[config.mk]
export PLATFORM = sky130hd
export DESIGN_NAME = skhc_top
export DESIGN_NICKNAME = d
export VERILOG_FILES = /design/src/rtl/skhc_pkg.sv /design/src/rtl/skhc_top.sv /design/src/rtl/skhc_uart_rx.sv /design/src/rtl/skhc_uart_tx.sv
export SDC_FILE = /design/constraint.sdc
export NUM_CORES = 1
export LEC_CHECK = 0
export BUFFER_PORTS_ARGS = -buffer_cell sky130_fd_sc_hd__buf_2
export CORE_MARGIN = 2
export CORE_UTILIZATION = 35
export CTS_BUF_LIST = sky130_fd_sc_hd__clkbuf_8
export CTS_CLUSTER_DIAMETER = 120
export CTS_CLUSTER_SIZE = 30
export DETAILED_ROUTE_END_ITERATION = 10
export GPL_ROUTABILITY_DRIVEN = 0
export GPL_TIMING_DRIVEN = 0
export PLACE_DENSITY = 0.47
export SETUP_SLACK_MARGIN = 0.2
export SLEW_MARGIN = 20
export SYNTH_ARGS = -nofsm -noshare
export SYNTH_HDL_FRONTEND = slang
export SYNTH_HIERARCHICAL = 1
export SYNTH_SLANG_ARGS = --single-unit
[constraint.sdc]
create_clock -name clk -period 5.4 [get_ports clk]
set_clock_uncertainty 0.05 [all_clocks]
set_input_delay 0.27 -clock clk [delete_from_list [all_inputs] [get_ports clk]]
set_output_delay 0.27 -clock clk [all_outputs]
set_load 0.01 [all_outputs]
[src/rtl/skhc_pkg.sv]
// Shared constants, types and helpers of the scale key and host command block.
// Assumes a single 20 MHz clock for all users of the package.
package skhc_pkg;
    localparam int CLK_HZ = 20_000_000;
    localparam int MS_PER_S = 1000;
    localparam int OFF_HOLD_MS = 5000;
    localparam int OFF_HOLD_CYC = CLK_HZ / MS_PER_S * OFF_HOLD_MS;
    localparam int MEAS_PER_S = 10;
    localparam int MEAS_CYC = CLK_HZ / MEAS_PER_S;
    localparam int BAUD_1200 = 1200;
    localparam int BAUD_2400 = 2400;
    localparam int BAUD_4800 = 4800;
    localparam int BAUD_9600 = 9600;
    localparam int DIV_W = 15;
    localparam logic [7:0] CH_P = 8'h50;
    localparam logic [7:0] CH_Z = 8'h5A;
    localparam logic [7:0] CH_T = 8'h54;
    localparam logic [7:0] CH_G = 8'h47;
    localparam logic [7:0] CH_N = 8'h4E;
    localparam logic [7:0] CH_C = 8'h43;
    localparam int K_ZERO = 0;
    localparam int K_TARE = 1;
    localparam int K_VIEW = 2;
    localparam int K_PRINT = 3;
    localparam int K_UNIT = 4;
    localparam int S_RXD = 5;
    localparam logic [5:0] SYNC_RST = 6'h20;
    typedef enum logic [1:0] {SKHC_B1200 = 2'b00, SKHC_B2400 = 2'b01,
        SKHC_B4800 = 2'b10, SKHC_B9600 = 2'b11} skhc_baud_t;
    typedef enum logic [1:0] {SKHC_8N1 = 2'b00, SKHC_7O1 = 2'b01,
        SKHC_7E1 = 2'b10, SKHC_7N2 = 2'b11} skhc_frame_t;
    typedef enum logic {SKHC_DEMAND = 1'b0, SKHC_CONT = 1'b1} skhc_smode_t;
    typedef enum logic [2:0] {SKHC_IDLE = 3'b000, SKHC_START = 3'b001, SKHC_DATA = 3'b010,
        SKHC_PAR = 3'b011, SKHC_STOP = 3'b100} skhc_ser_t;

    function automatic logic [DIV_W-1:0] baud_div(skhc_baud_t b);
        logic [DIV_W-1:0] d;
        d = DIV_W'(CLK_HZ / BAUD_9600);
        case (b)
            SKHC_B1200: d = DIV_W'(CLK_HZ / BAUD_1200);
            SKHC_B2400: d = DIV_W'(CLK_HZ / BAUD_2400);
            SKHC_B4800: d = DIV_W'(CLK_HZ / BAUD_4800);
            default: d = DIV_W'(CLK_HZ / BAUD_9600);
        endcase
        return d;
    endfunction

    function automatic logic [3:0] frame_bits(skhc_frame_t f);
        return (f == SKHC_8N1) ? 4'h8 : 4'h7;
    endfunction

    function automatic logic frame_par(skhc_frame_t f);
        return (f == SKHC_7O1) || (f == SKHC_7E1);
    endfunction

    function automatic logic [3:0] frame_stops(skhc_frame_t f);
        return (f == SKHC_7N2) ? 4'h2 : 4'h1;
    endfunction
endpackage

[src/rtl/skhc_top.sv]
// Key and host command interpreter of a battery weighing indicator.
// Assumes status inputs come from logic on clk; keys and rxd are raw pins.
// Function
// Five-second zero hold powers off; short press zeroes
// Key zero needs gross, range, stable, no overload
// View key toggles gross/net only with tare
// Key tare needs positive gross, stable, no overload
// Print key while off powers on
// Print key sends only when stable, not overloaded
// Accepted tare shows zero and lights net
// Unit key toggles pounds and kilograms when enabled
// Demand mode: host commands plus print key
// Host P sends reading unless motion or overload
// Host Z zeroes under gross, range, stable conditions
// Host T tares unless motion, overload, negative gross
// Host G goes gross only from net
// Host N goes net from gross with tare
// Host C advances to next unit
// Ticket mode uses rxd as clear-to-send
// Ticket omits tare and net without tare
// Ticket omits ID line when disabled
// Continuous mode sends a record per update
// Full duplex at 1200 to 9600 baud
// Four character frame formats
// Ten measurements per second update cadence
// Refused request changes nothing, sends nothing
// Ticket mode holds next character while clear-to-send low
`timescale 1ns/1ns
`default_nettype none
module skhc_top #(
    parameter int HOLD_CYCLES = skhc_pkg::OFF_HOLD_CYC,
    parameter int MEAS_CYCLES = skhc_pkg::MEAS_CYC
) (
    // Clock and reset
    input wire logic clk,
    input wire logic rst_n,
    // Front-panel keys, high while pressed
    input wire logic zero_key,
    input wire logic tare_key,
    input wire logic view_key,
    input wire logic print_key,
    input wire logic unit_toggle_key,
    // Weighing status
    input wire logic scale_stable,
    input wire logic over_pos,
    input wire logic over_neg,
    input wire logic gross_above_zero,
    input wire logic gross_negative,
    input wire logic in_zero_range,
    // Settings
    input wire skhc_pkg::skhc_smode_t serial_mode_selector,
    input wire logic ticket_enable_setting,
    input wire logic id_field_setting,
    input wire logic unit_switch_enable,
    input wire skhc_pkg::skhc_baud_t baud_sel,
    input wire skhc_pkg::skhc_frame_t frame_sel,
    // Serial line
    input wire logic rxd,
    output logic txd,
    // Record bytes from the formatter
    input wire logic [7:0] out_byte,
    input wire logic out_valid,
    output logic out_ready,
    // Weighing state and requests
    output logic power_on,
    output logic net_mode,
    output logic tare_valid,
    output logic unit_kg,
    output logic zero_pulse,
    output logic tare_pulse,
    output logic record_req,
    output logic meas_tick,
    output logic ticket_id_line,
    output logic ticket_tare_lines
);
    import skhc_pkg::*;

    localparam int HW = $clog2(HOLD_CYCLES);
    localparam int MW = $clog2(MEAS_CYCLES);
    localparam logic [HW-1:0] HOLD_LAST = HW'(HOLD_CYCLES - 1);
    localparam logic [MW-1:0] MEAS_LAST = MW'(MEAS_CYCLES - 1);

    if (HOLD_CYCLES < 2 || MEAS_CYCLES < 2)
    begin : g_chk
        $error("skhc_top: hold and measurement counts must be at least 2");
    end

    logic [5:0] meta;
    logic [5:0] sync;
    logic [4:0] key_prev;
    logic [4:0] key_rise;
    logic [HW-1:0] hold_cnt;
    logic [MW-1:0] meas_cnt;
    logic cmd_valid;
    logic [7:0] cmd;
    logic tx_idle;
    logic tx_go;
    logic ok;
    logic host;
    logic zero_rel;
    logic hold_fire;
    logic wake;
    logic cts_ok;
    logic do_zero;
    logic do_tare;
    logic do_gross;
    logic do_net;
    logic do_view;
    logic do_unit;
    logic do_print;
    logic cont_fire;
    logic cmd_ok;

    // Keys and rxd cross from the pins through two flops each.
    always_ff @(posedge clk or negedge rst_n)
    begin
        if (!rst_n)
        begin
            meta <= SYNC_RST;
            sync <= SYNC_RST;
            key_prev <= '0;
        end
        else
        begin
            meta <= {rxd, unit_toggle_key, print_key, view_key, tare_key, zero_key};
            sync <= meta;
            key_prev <= sync[4:0];
        end
    end

    assign key_rise = sync[4:0] & ~key_prev;
    assign cts_ok = !ticket_enable_setting || sync[S_RXD];
    assign tx_go = out_valid && out_ready;

    always_comb
    begin
        ok = scale_stable && !over_pos && !over_neg;
        host = cmd_valid && power_on && !ticket_enable_setting
            && serial_mode_selector == SKHC_DEMAND;
        zero_rel = power_on && key_prev[K_ZERO] && !sync[K_ZERO];
        hold_fire = power_on && sync[K_ZERO] && hold_cnt == HOLD_LAST;
        wake = !power_on && key_rise[K_PRINT];
        do_zero = ok && !net_mode && in_zero_range
            && (zero_rel || (host && cmd == CH_Z));
        do_tare = power_on && ok && ((key_rise[K_TARE] && gross_above_zero)
            || (host && cmd == CH_T && !gross_negative));
        do_gross = host && cmd == CH_G && ok && net_mode;
        do_net = host && cmd == CH_N && ok && !net_mode && tare_valid;
        do_view = power_on && key_rise[K_VIEW] && tare_valid;
        do_unit = (power_on && key_rise[K_UNIT] && unit_switch_enable)
            || (host && cmd == CH_C);
        cont_fire = meas_tick && power_on && !ticket_enable_setting
            && serial_mode_selector == SKHC_CONT;
        do_print = (power_on && key_rise[K_PRINT] && ok)
            || (host && cmd == CH_P && ok) || cont_fire;
        cmd_ok = do_zero || do_tare || do_gross || do_net
            || (host && cmd == CH_C) || (host && cmd == CH_P && ok);
    end

    // The hold count only runs while powered; zero_rel also needs power_on, so a release after switch-off zeroes nothing.
    always_ff @(posedge clk or negedge rst_n)
    begin
        if (!rst_n)
            hold_cnt <= '0;
        else if (!power_on || !sync[K_ZERO])
            hold_cnt <= '0;
        else if (hold_cnt != HOLD_LAST)
            hold_cnt <= hold_cnt + 1'b1;
    end

    always_ff @(posedge clk or negedge rst_n)
    begin
        if (!rst_n)
            power_on <= 1'b1;
        else if (hold_fire)
            power_on <= 1'b0;
        else if (wake)
            power_on <= 1'b1;
    end

    // A tare always lands in net mode so the display reads zero net at once.
    always_ff @(posedge clk or negedge rst_n)
    begin
        if (!rst_n)
            net_mode <= 1'b0;
        else if (do_tare || do_net)
            net_mode <= 1'b1;
        else if (do_gross)
            net_mode <= 1'b0;
        else if (do_view)
            net_mode <= !net_mode;
    end

    always_ff @(posedge clk or negedge rst_n)
    begin
        if (!rst_n)
            tare_valid <= 1'b0;
        else if (do_tare)
            tare_valid <= 1'b1;
    end

    always_ff @(posedge clk or negedge rst_n)
    begin
        if (!rst_n)
            unit_kg <= 1'b0;
        else if (do_unit)
            unit_kg <= !unit_kg;
    end

    always_ff @(posedge clk or negedge rst_n)
    begin
        if (!rst_n)
        begin
            zero_pulse <= 1'b0;
            tare_pulse <= 1'b0;
            record_req <= 1'b0;
        end
        else
        begin
            zero_pulse <= do_zero;
            tare_pulse <= do_tare;
            record_req <= do_print;
        end
    end

    always_ff @(posedge clk or negedge rst_n)
    begin
        if (!rst_n)
        begin
            ticket_id_line <= 1'b0;
            ticket_tare_lines <= 1'b0;
        end
        else
        begin
            ticket_id_line <= id_field_setting;
            ticket_tare_lines <= tare_valid;
        end
    end

    // Free-running measurement cadence that paces continuous output.
    always_ff @(posedge clk or negedge rst_n)
    begin
        if (!rst_n)
        begin
            meas_cnt <= '0;
            meas_tick <= 1'b0;
        end
        else
        begin
            meas_cnt <= (meas_cnt == MEAS_LAST) ? '0 : meas_cnt + 1'b1;
            meas_tick <= (meas_cnt == MEAS_LAST);
        end
    end

    // Ready drops for the cycle after a hand-over, covering the transmitter's idle lag.
    always_ff @(posedge clk or negedge rst_n)
    begin
        if (!rst_n)
            out_ready <= 1'b0;
        else
            out_ready <= power_on && tx_idle && cts_ok && !tx_go;
    end

    skhc_uart_tx u_tx (
        .clk(clk),
        .rst_n(rst_n),
        .go(tx_go),
        .data(out_byte),
        .frame(frame_sel),
        .baud(baud_sel),
        .idle(tx_idle),
        .txd(txd)
    );

    skhc_uart_rx u_rx (
        .clk(clk),
        .rst_n(rst_n),
        .rxd(sync[S_RXD]),
        .frame(frame_sel),
        .baud(baud_sel),
        .valid(cmd_valid),
        .data(cmd)
    );
endmodule
`default_nettype wire

[src/rtl/skhc_uart_rx.sv]
// Serial receiver; delivers one character pulse per good frame.
// Assumes rxd is already synchronised; bad parity or stop bit drops the character.
`timescale 1ns/1ns
`default_nettype none
module skhc_uart_rx (
    // Clock and reset
    input wire logic clk,
    input wire logic rst_n,
    // Line and format
    input wire logic rxd,
    input wire skhc_pkg::skhc_frame_t frame,
    input wire skhc_pkg::skhc_baud_t baud,
    // Received character
    output logic valid,
    output logic [7:0] data
);
    import skhc_pkg::*;
    skhc_ser_t state;
    skhc_frame_t fr;
    logic [DIV_W-1:0] cnt;
    logic [DIV_W-1:0] dv;
    logic [7:0] sh;
    logic [3:0] idx;
    logic perr;

    always_ff @(posedge clk or negedge rst_n)
    begin
        if (!rst_n)
        begin
            state <= SKHC_IDLE;
            fr <= SKHC_8N1;
            cnt <= '0;
            dv <= '0;
            sh <= '0;
            idx <= '0;
            perr <= 1'b0;
            valid <= 1'b0;
            data <= '0;
        end
        else
        begin
            valid <= 1'b0;
            if (state == SKHC_IDLE)
            begin
                if (!rxd)
                begin
                    fr <= frame;
                    dv <= baud_div(baud);
                    cnt <= baud_div(baud) >> 1;
                    sh <= '0;
                    perr <= 1'b0;
                    state <= SKHC_START;
                end
            end
            else if (cnt != '0)
                cnt <= cnt - 1'b1;
            else
            begin
                cnt <= dv - 1'b1;
                unique case (state)
                    SKHC_START:
                    begin
                        state <= rxd ? SKHC_IDLE : SKHC_DATA;
                        idx <= '0;
                    end
                    SKHC_DATA:
                    begin
                        sh[idx[2:0]] <= rxd;
                        idx <= idx + 1'b1;
                        if (idx == frame_bits(fr) - 1'b1)
                            state <= frame_par(fr) ? SKHC_PAR : SKHC_STOP;
                    end
                    SKHC_PAR:
                    begin
                        perr <= (^sh[6:0] ^ (fr == SKHC_7O1)) != rxd;
                        state <= SKHC_STOP;
                    end
                    SKHC_STOP:
                    begin
                        valid <= rxd && !perr;
                        data <= sh;
                        state <= SKHC_IDLE;
                    end
                    default: state <= SKHC_IDLE;
                endcase
            end
        end
    end
endmodule
`default_nettype wire

[src/rtl/skhc_uart_tx.sv]
// Serial transmitter for one character in any of the four frame formats.
// Assumes go is only raised while idle is high; rate and frame are latched per character.
`timescale 1ns/1ns
`default_nettype none
module skhc_uart_tx (
    // Clock and reset
    input wire logic clk,
    input wire logic rst_n,
    // Character request
    input wire logic go,
    input wire logic [7:0] data,
    input wire skhc_pkg::skhc_frame_t frame,
    input wire skhc_pkg::skhc_baud_t baud,
    output logic idle,
    // Line
    output logic txd
);
    import skhc_pkg::*;
    skhc_ser_t state;
    skhc_frame_t fr;
    logic [DIV_W-1:0] cnt;
    logic [DIV_W-1:0] dv;
    logic [7:0] sh;
    logic [3:0] idx;
    logic par;

    assign idle = (state == SKHC_IDLE);

    always_ff @(posedge clk or negedge rst_n)
    begin
        if (!rst_n)
        begin
            state <= SKHC_IDLE;
            fr <= SKHC_8N1;
            cnt <= '0;
            dv <= '0;
            sh <= '0;
            idx <= '0;
            par <= 1'b0;
            txd <= 1'b1;
        end
        else if (state == SKHC_IDLE)
        begin
            if (go)
            begin
                fr <= frame;
                sh <= data;
                par <= ^data[6:0] ^ (frame == SKHC_7O1);
                dv <= baud_div(baud);
                cnt <= baud_div(baud) - 1'b1;
                state <= SKHC_START;
                txd <= 1'b0;
            end
        end
        else if (cnt != '0)
            cnt <= cnt - 1'b1;
        else
        begin
            cnt <= dv - 1'b1;
            // Codes above the stop state cannot occur; the default recovers to idle.
            unique case (state)
                SKHC_START:
                begin
                    state <= SKHC_DATA;
                    txd <= sh[0];
                    idx <= '0;
                end
                SKHC_DATA:
                    if (idx == frame_bits(fr) - 1'b1)
                    begin
                        state <= frame_par(fr) ? SKHC_PAR : SKHC_STOP;
                        txd <= frame_par(fr) ? par : 1'b1;
                        idx <= '0;
                    end
                    else
                    begin
                        idx <= idx + 1'b1;
                        sh <= {1'b0, sh[7:1]};
                        txd <= sh[1];
                    end
                SKHC_PAR:
                begin
                    state <= SKHC_STOP;
                    txd <= 1'b1;
                end
                SKHC_STOP:
                    if (idx == frame_stops(fr) - 1'b1)
                        state <= SKHC_IDLE;
                    else
                        idx <= idx + 1'b1;
                default: state <= SKHC_IDLE;
            endcase
        end
    end
endmodule
`default_nettype wire

* Word-level counts from Yosys, hierarchy flattened
Cells that the tools add are included.
Widths: inputs -> output; s select.
** Cells by class
- $lt $le $gt $ge :: 2
- Bitwise operators :: 10
- Eq/ne operators :: 38
- Add/subtract/negate cells :: 12
- Reductions and logical operators :: 93
- Multiplexer cells :: 63
** Operators with widths (count)
- $mux 15 :: 8
- $sub 15x1->15 const B :: 5
- $mux 8 :: 9
- $mux 27 :: 2
- $eq 8x7->1 const B :: 6
- $pmux 15 s3 :: 1
- $logic_and 1x1->1 :: 44
- $mux 3 :: 11
- $reduce_bool 15->1 :: 2
- $add 27x1->27 const B :: 1
- $eq 27x27->1 const B :: 1
- $ne 27x27->1 const B :: 1
- $add 21x1->21 const B :: 1
- $eq 21x21->1 const B :: 1
- $mux 21 :: 1
- $mux 1 :: 18
- $reduce_and 3->1 :: 6
- $mux 4 :: 4
- $reduce_xor 7->1 :: 2
- $eq 3x2->1 const B :: 4
- $eq 4x4->1 :: 3
- $pmux 3 s4 :: 1
- $pmux 4 s3 :: 1
- $reduce_and 4->1 :: 3
- other kinds (31) :: 82
** Word-level totals
- Register bits after elaboration :: 182
- Word-level logic and storage cells :: 251
- Bits of input ports :: 31

* Depth between registers and ports, before layout
- Depth in word-level cells :: 9
- Mapped depth :: 14
- Gate-level depth less buffers :: 10

* Modules after synthesis
Netlist, hierarchy kept.
** Modules (own cells, without submodules)
- skhc_top :: seq. area each 1905.6 µm², cells each 310, instances 1, area each 3373.2 µm²
- skhc_uart_rx :: seq. area each 1251.2 µm², cells each 340, instances 1, area each 3000.4 µm²
- skhc_uart_tx :: seq. area each 1052.3 µm², cells each 309, instances 1, area each 2805.2 µm²

* Worst setup path after synthesis
OpenSTA, ideal clock, no wires.
- Path type :: flip-flop to flip-flop
- From :: reg u_tx.state[1]
- To :: reg u_tx.cnt[14]
- Setup time :: 0.086 ns
- Path slack :: 2.176 ns
- Arrival time :: 3.088 ns
- Path buffers :: 5
- Required time :: 5.264 ns
- Stages on the path, launching flop included :: 15
- Cells stage by stage :: dfrtp_1 -> buf_6 -> or3_4 -> buf_12 -> inv_4 -> buf_2 -> buf_1 -> buf_1 -> a21o_1 -> ha_1 -> o21a_1 -> o2111a_4 -> nand3_2 -> o32a_1 -> nor3_1
** Between the ends
- Word-level cells in the longest chain between the ends :: 2
- Elaborated cells between the ends (all ways) :: 3
** RTL lines
- start, declared :: RTL line skhc_uart_tx.sv:19 : skhc_ser_t state;
- start signal, assigned :: RTL line skhc_uart_tx.sv:71 : state <= frame_par(fr) ? SKHC_PAR : SKHC_STOP;
- $logic_not 3->1 *
- net tx_idle :: RTL line skhc_top.sv:96 : logic tx_idle;
- $ne 2x1->1 (no source line) / $mux 15 (equally long branches)
- end signal, assigned :: RTL line skhc_uart_tx.sv:50 : cnt <= baud_div(baud) - 1'b1;
- end signal, assigned :: RTL line skhc_uart_tx.sv:56 : cnt <= cnt - 1'b1;
- end signal, assigned :: RTL line skhc_uart_tx.sv:59 : cnt <= dv - 1'b1;
- end, declared :: RTL line skhc_uart_tx.sv:21 : logic [DIV_W-1:0] cnt;
The timed path passes the listed nets; every way through them passes the cells marked *.
A chain may end at the register's enable or synchronous reset.

* Final worst setup path
Same ends and word-level chain as after synthesis.

==> summary.txt <==
Worst slew margin = 43.7%
number of global-route vias before repair = 7214
CTS sink count = 168
max-cap viol count = 0
core area = 25900 um2
mean post-synth cell area = 9.57 um2
CTS Buf Count = 17
initial core utilization = 35.4%
outcome = completed
Yosys cell types = 94
critical path startpoint category = flip-flop
Final Power = 0.00363 W
Worst Tran Pin Value = 838 ps
antenna cell count = 0
Hold Fails Final Rpt = 0
Crit path arrival time = 4280 ps
Die Area = 27500 um2
clk slew on worst S/H paths = 110 ps
Synthesized Nets = 1011
fmax = 252 MHz
placed wire-length estimate = 15.9 mm
DR vias/cell = 5.28
Hold Startpoint = out_byte[0]
maximum buffer depth of the clock tree = 2
NumNets Final = 1082
Final period util = 73.4%
post-cts resize count = 0
Seq/Total Area, Yosys = 45.9%
Initial DRT Pass Iterations = 5
IO buf count = 42
Post-Synthesis Cells = 959
die span in x = 166 um
pin count of the biggest net entering global routing = 93
worst reg2reg path startpoint = u_tx/state[1]
Synth Warn # = 6
Setup TNS Final = 0 ps
Worst Setup End Kind = flip-flop
Worst VDD drop = 0.000145 V
DRC = 0
worst hold path type = input pin to flip-flop
Setup Viol. Count Final = 0
drt wl/cell = 16.5 um
initial antenna violation count = 0
Final Max Tran Viols = 0
number of synthesized flops with an enable pin = 0
ANT nets after route = 0
Period minus WS final = 3960 ps
Routed Wire Length = 22.8 mm
GRT Overall Usage = 17.0%
CP Max Fanout = 10
CP startpoint = u_tx/state[1]
layout cells sized above 1 = 14.6%
Leakage = 4.40 nW
first-pass GRT wire length = 38.4 mm
Overflow after GRT = 0
clock root buffer = clkbuf_8
Synth top area share = 44.7%
area leader, netlist = dfrtp_1
P per Cell Area = 352 nW/um2
I/O pin cnt = 43
ys flop type = dfrtp_1
WS Path Type = flip-flop to flip-flop
CTS H-tree depth = 4
synthesized area = 9180 um2
Die Y = 166 um
Vias = 7279
RSZ-0062 raised after global routing = no
row count = 59
worst skew pair latency = 470 ps
drt first-iter violations = 549
Area growth syn-to-layout = 12.5%
flops & latches, synth = 168
top post-synthesis cells by area = dfrtp_1 (45%), nand2_1 (5.1%), xnor2_1 (3.6%)
Hold Slack = 27.8 ps
WP data required = 5720 ps
TritonCTS clock tree = done
post-synthesis async set-or-reset flop share = 100%
state kept, by name, summed over array words and instances (netlist names), 5 cells and up:
register and count:
hold_cnt 27, sync 6, u_rx/dv 8, u_tx/cnt 15
u_rx/cnt 15, key_prev 5, u_tx/dv 8, u_tx/sh 8
meta 6, meas_cnt 21, u_rx/sh 8, u_rx/data 8
timing repair:
| item | in CTS | in global routing |
|---|---|---|
| endpoints found under the setup margin | 0 | 0 |
| setup buffers | 0 | 0 |
| hold endpoints to repair | 82 | 0 |
| hold buffers | 9 | 0 |
worst max-delay path: stages, from the launching register on:
cell and delay (ps):
dfrtp_1 390, buf_6 140, or3_4 340, buf_12 160, inv_4 60, buf_2 210
buf_1 420, buf_1 470, a21o_1 190, ha_1 240, o21a_1 180, o2111a_4 270
nand3_2 150, o32a_1 390, nor3_1 190
layer usage:
layer	part of all wire (%)	global-route usage (%)
met1	49	24.0
met2	47	27.5
met3	2.8	2.60
met4	1.3	4.57
met5	0	0
logic make-up (layout without fill, tap and decap cells):
kind of cell               count (synthesis)  count (layout)  synth area share [%]
buffers and inverters                     61             145                  3.19
and+or+nand+nor                          415             415                  23.7
adders and majority gates                 21              21                  2.86
AOI/OAI and AO/OA                        205             205                  15.2
DFF                                      168             168                  45.9
muxes                                     28              28                  3.38
xor gates and xnor gates                  61              61                  5.82
final timing paths:
path,endpoint,slack [ps],cells past startpoint
max in group asynchronous,u_tx/txd,4080,3
min reg2reg,sync[4],310,0
min,u_tx/sh[0],30,3
max reg2reg,u_tx/cnt[14],1440,14
max,u_tx/cnt[14],1440,14
min in group asynchronous,meas_cnt[0],310,2
Yosys cell counts (9+ instances only):
cell	number
nand2_1	125
nand3b_1	9
inv_1	17
nand3_1	32
nand2b_1	14
nor2_1	86
xor2_1	23
a211oi_1	9
and3_1	11
nor3_1	40
dfrtp_1	164
mux2_2	20
ha_1	21
clkbuf_1	25
nor4_1	12
nand4_1	15
and2_1	10
a31oi_1	18
o21ai_0	55
xnor2_1	38
o22ai_1	13
a21oi_1	44
power breakdown:
group / switching [W] / leakage, nW / internal [W]
Clock: 0.000552 / 0.197 / 0.000346
Combinational: 0.000527 / 2.06 / 0.000434
Sequential: 0.000276 / 2.14 / 0.00150
Total: 0.00135 / 4.40 / 0.00228
metrics by stage:
| step | util (%) | setup WS (ps) | cell area [um2] | std cells |
|---|---|---|---|---|
| global route | 39.9 | 1130 | 10300 | 1378 |
| floorplan | - | 2180 | 9180 | 959 |
| CTS | 39.9 | 1380 | 10300 | 1378 |
| detailed placement | 38.0 | 1440 | 9850 | 1337 |
| finish | 39.9 | 1440 | 10300 | 1378 |
| global placement | 37.9 | 1090 | 9810 | 1336 |
layout by cell type, fill, tap and decap left out, types with 17 or more instances in the layout:
master and count:
buf_2 46, clkbuf_1 25, clkbuf_8 17, ha_1 21, inv_1 18, mux2_2 20
xnor2_1 38, nand3_1 32, xor2_1 23, a21oi_1 44, nand2_1 125, nor3_1 40
o21ai_0 55, a31oi_1 18, nor2_1 86, dfrtp_1 164
layout make-up:
cell class / instances / area (um2)
buffer: 41 / 215
clock buffer: 17 / 234
clock inverter: 15 / 150
fill: 2628 / 15600
inverter: 20 / 77.6
multi-input combinational: 730 / 4680
sequential: 168 / 4210
tap: 335 / 419
timing repair buffer: 52 / 338
(Power assumes the default switching activity.)
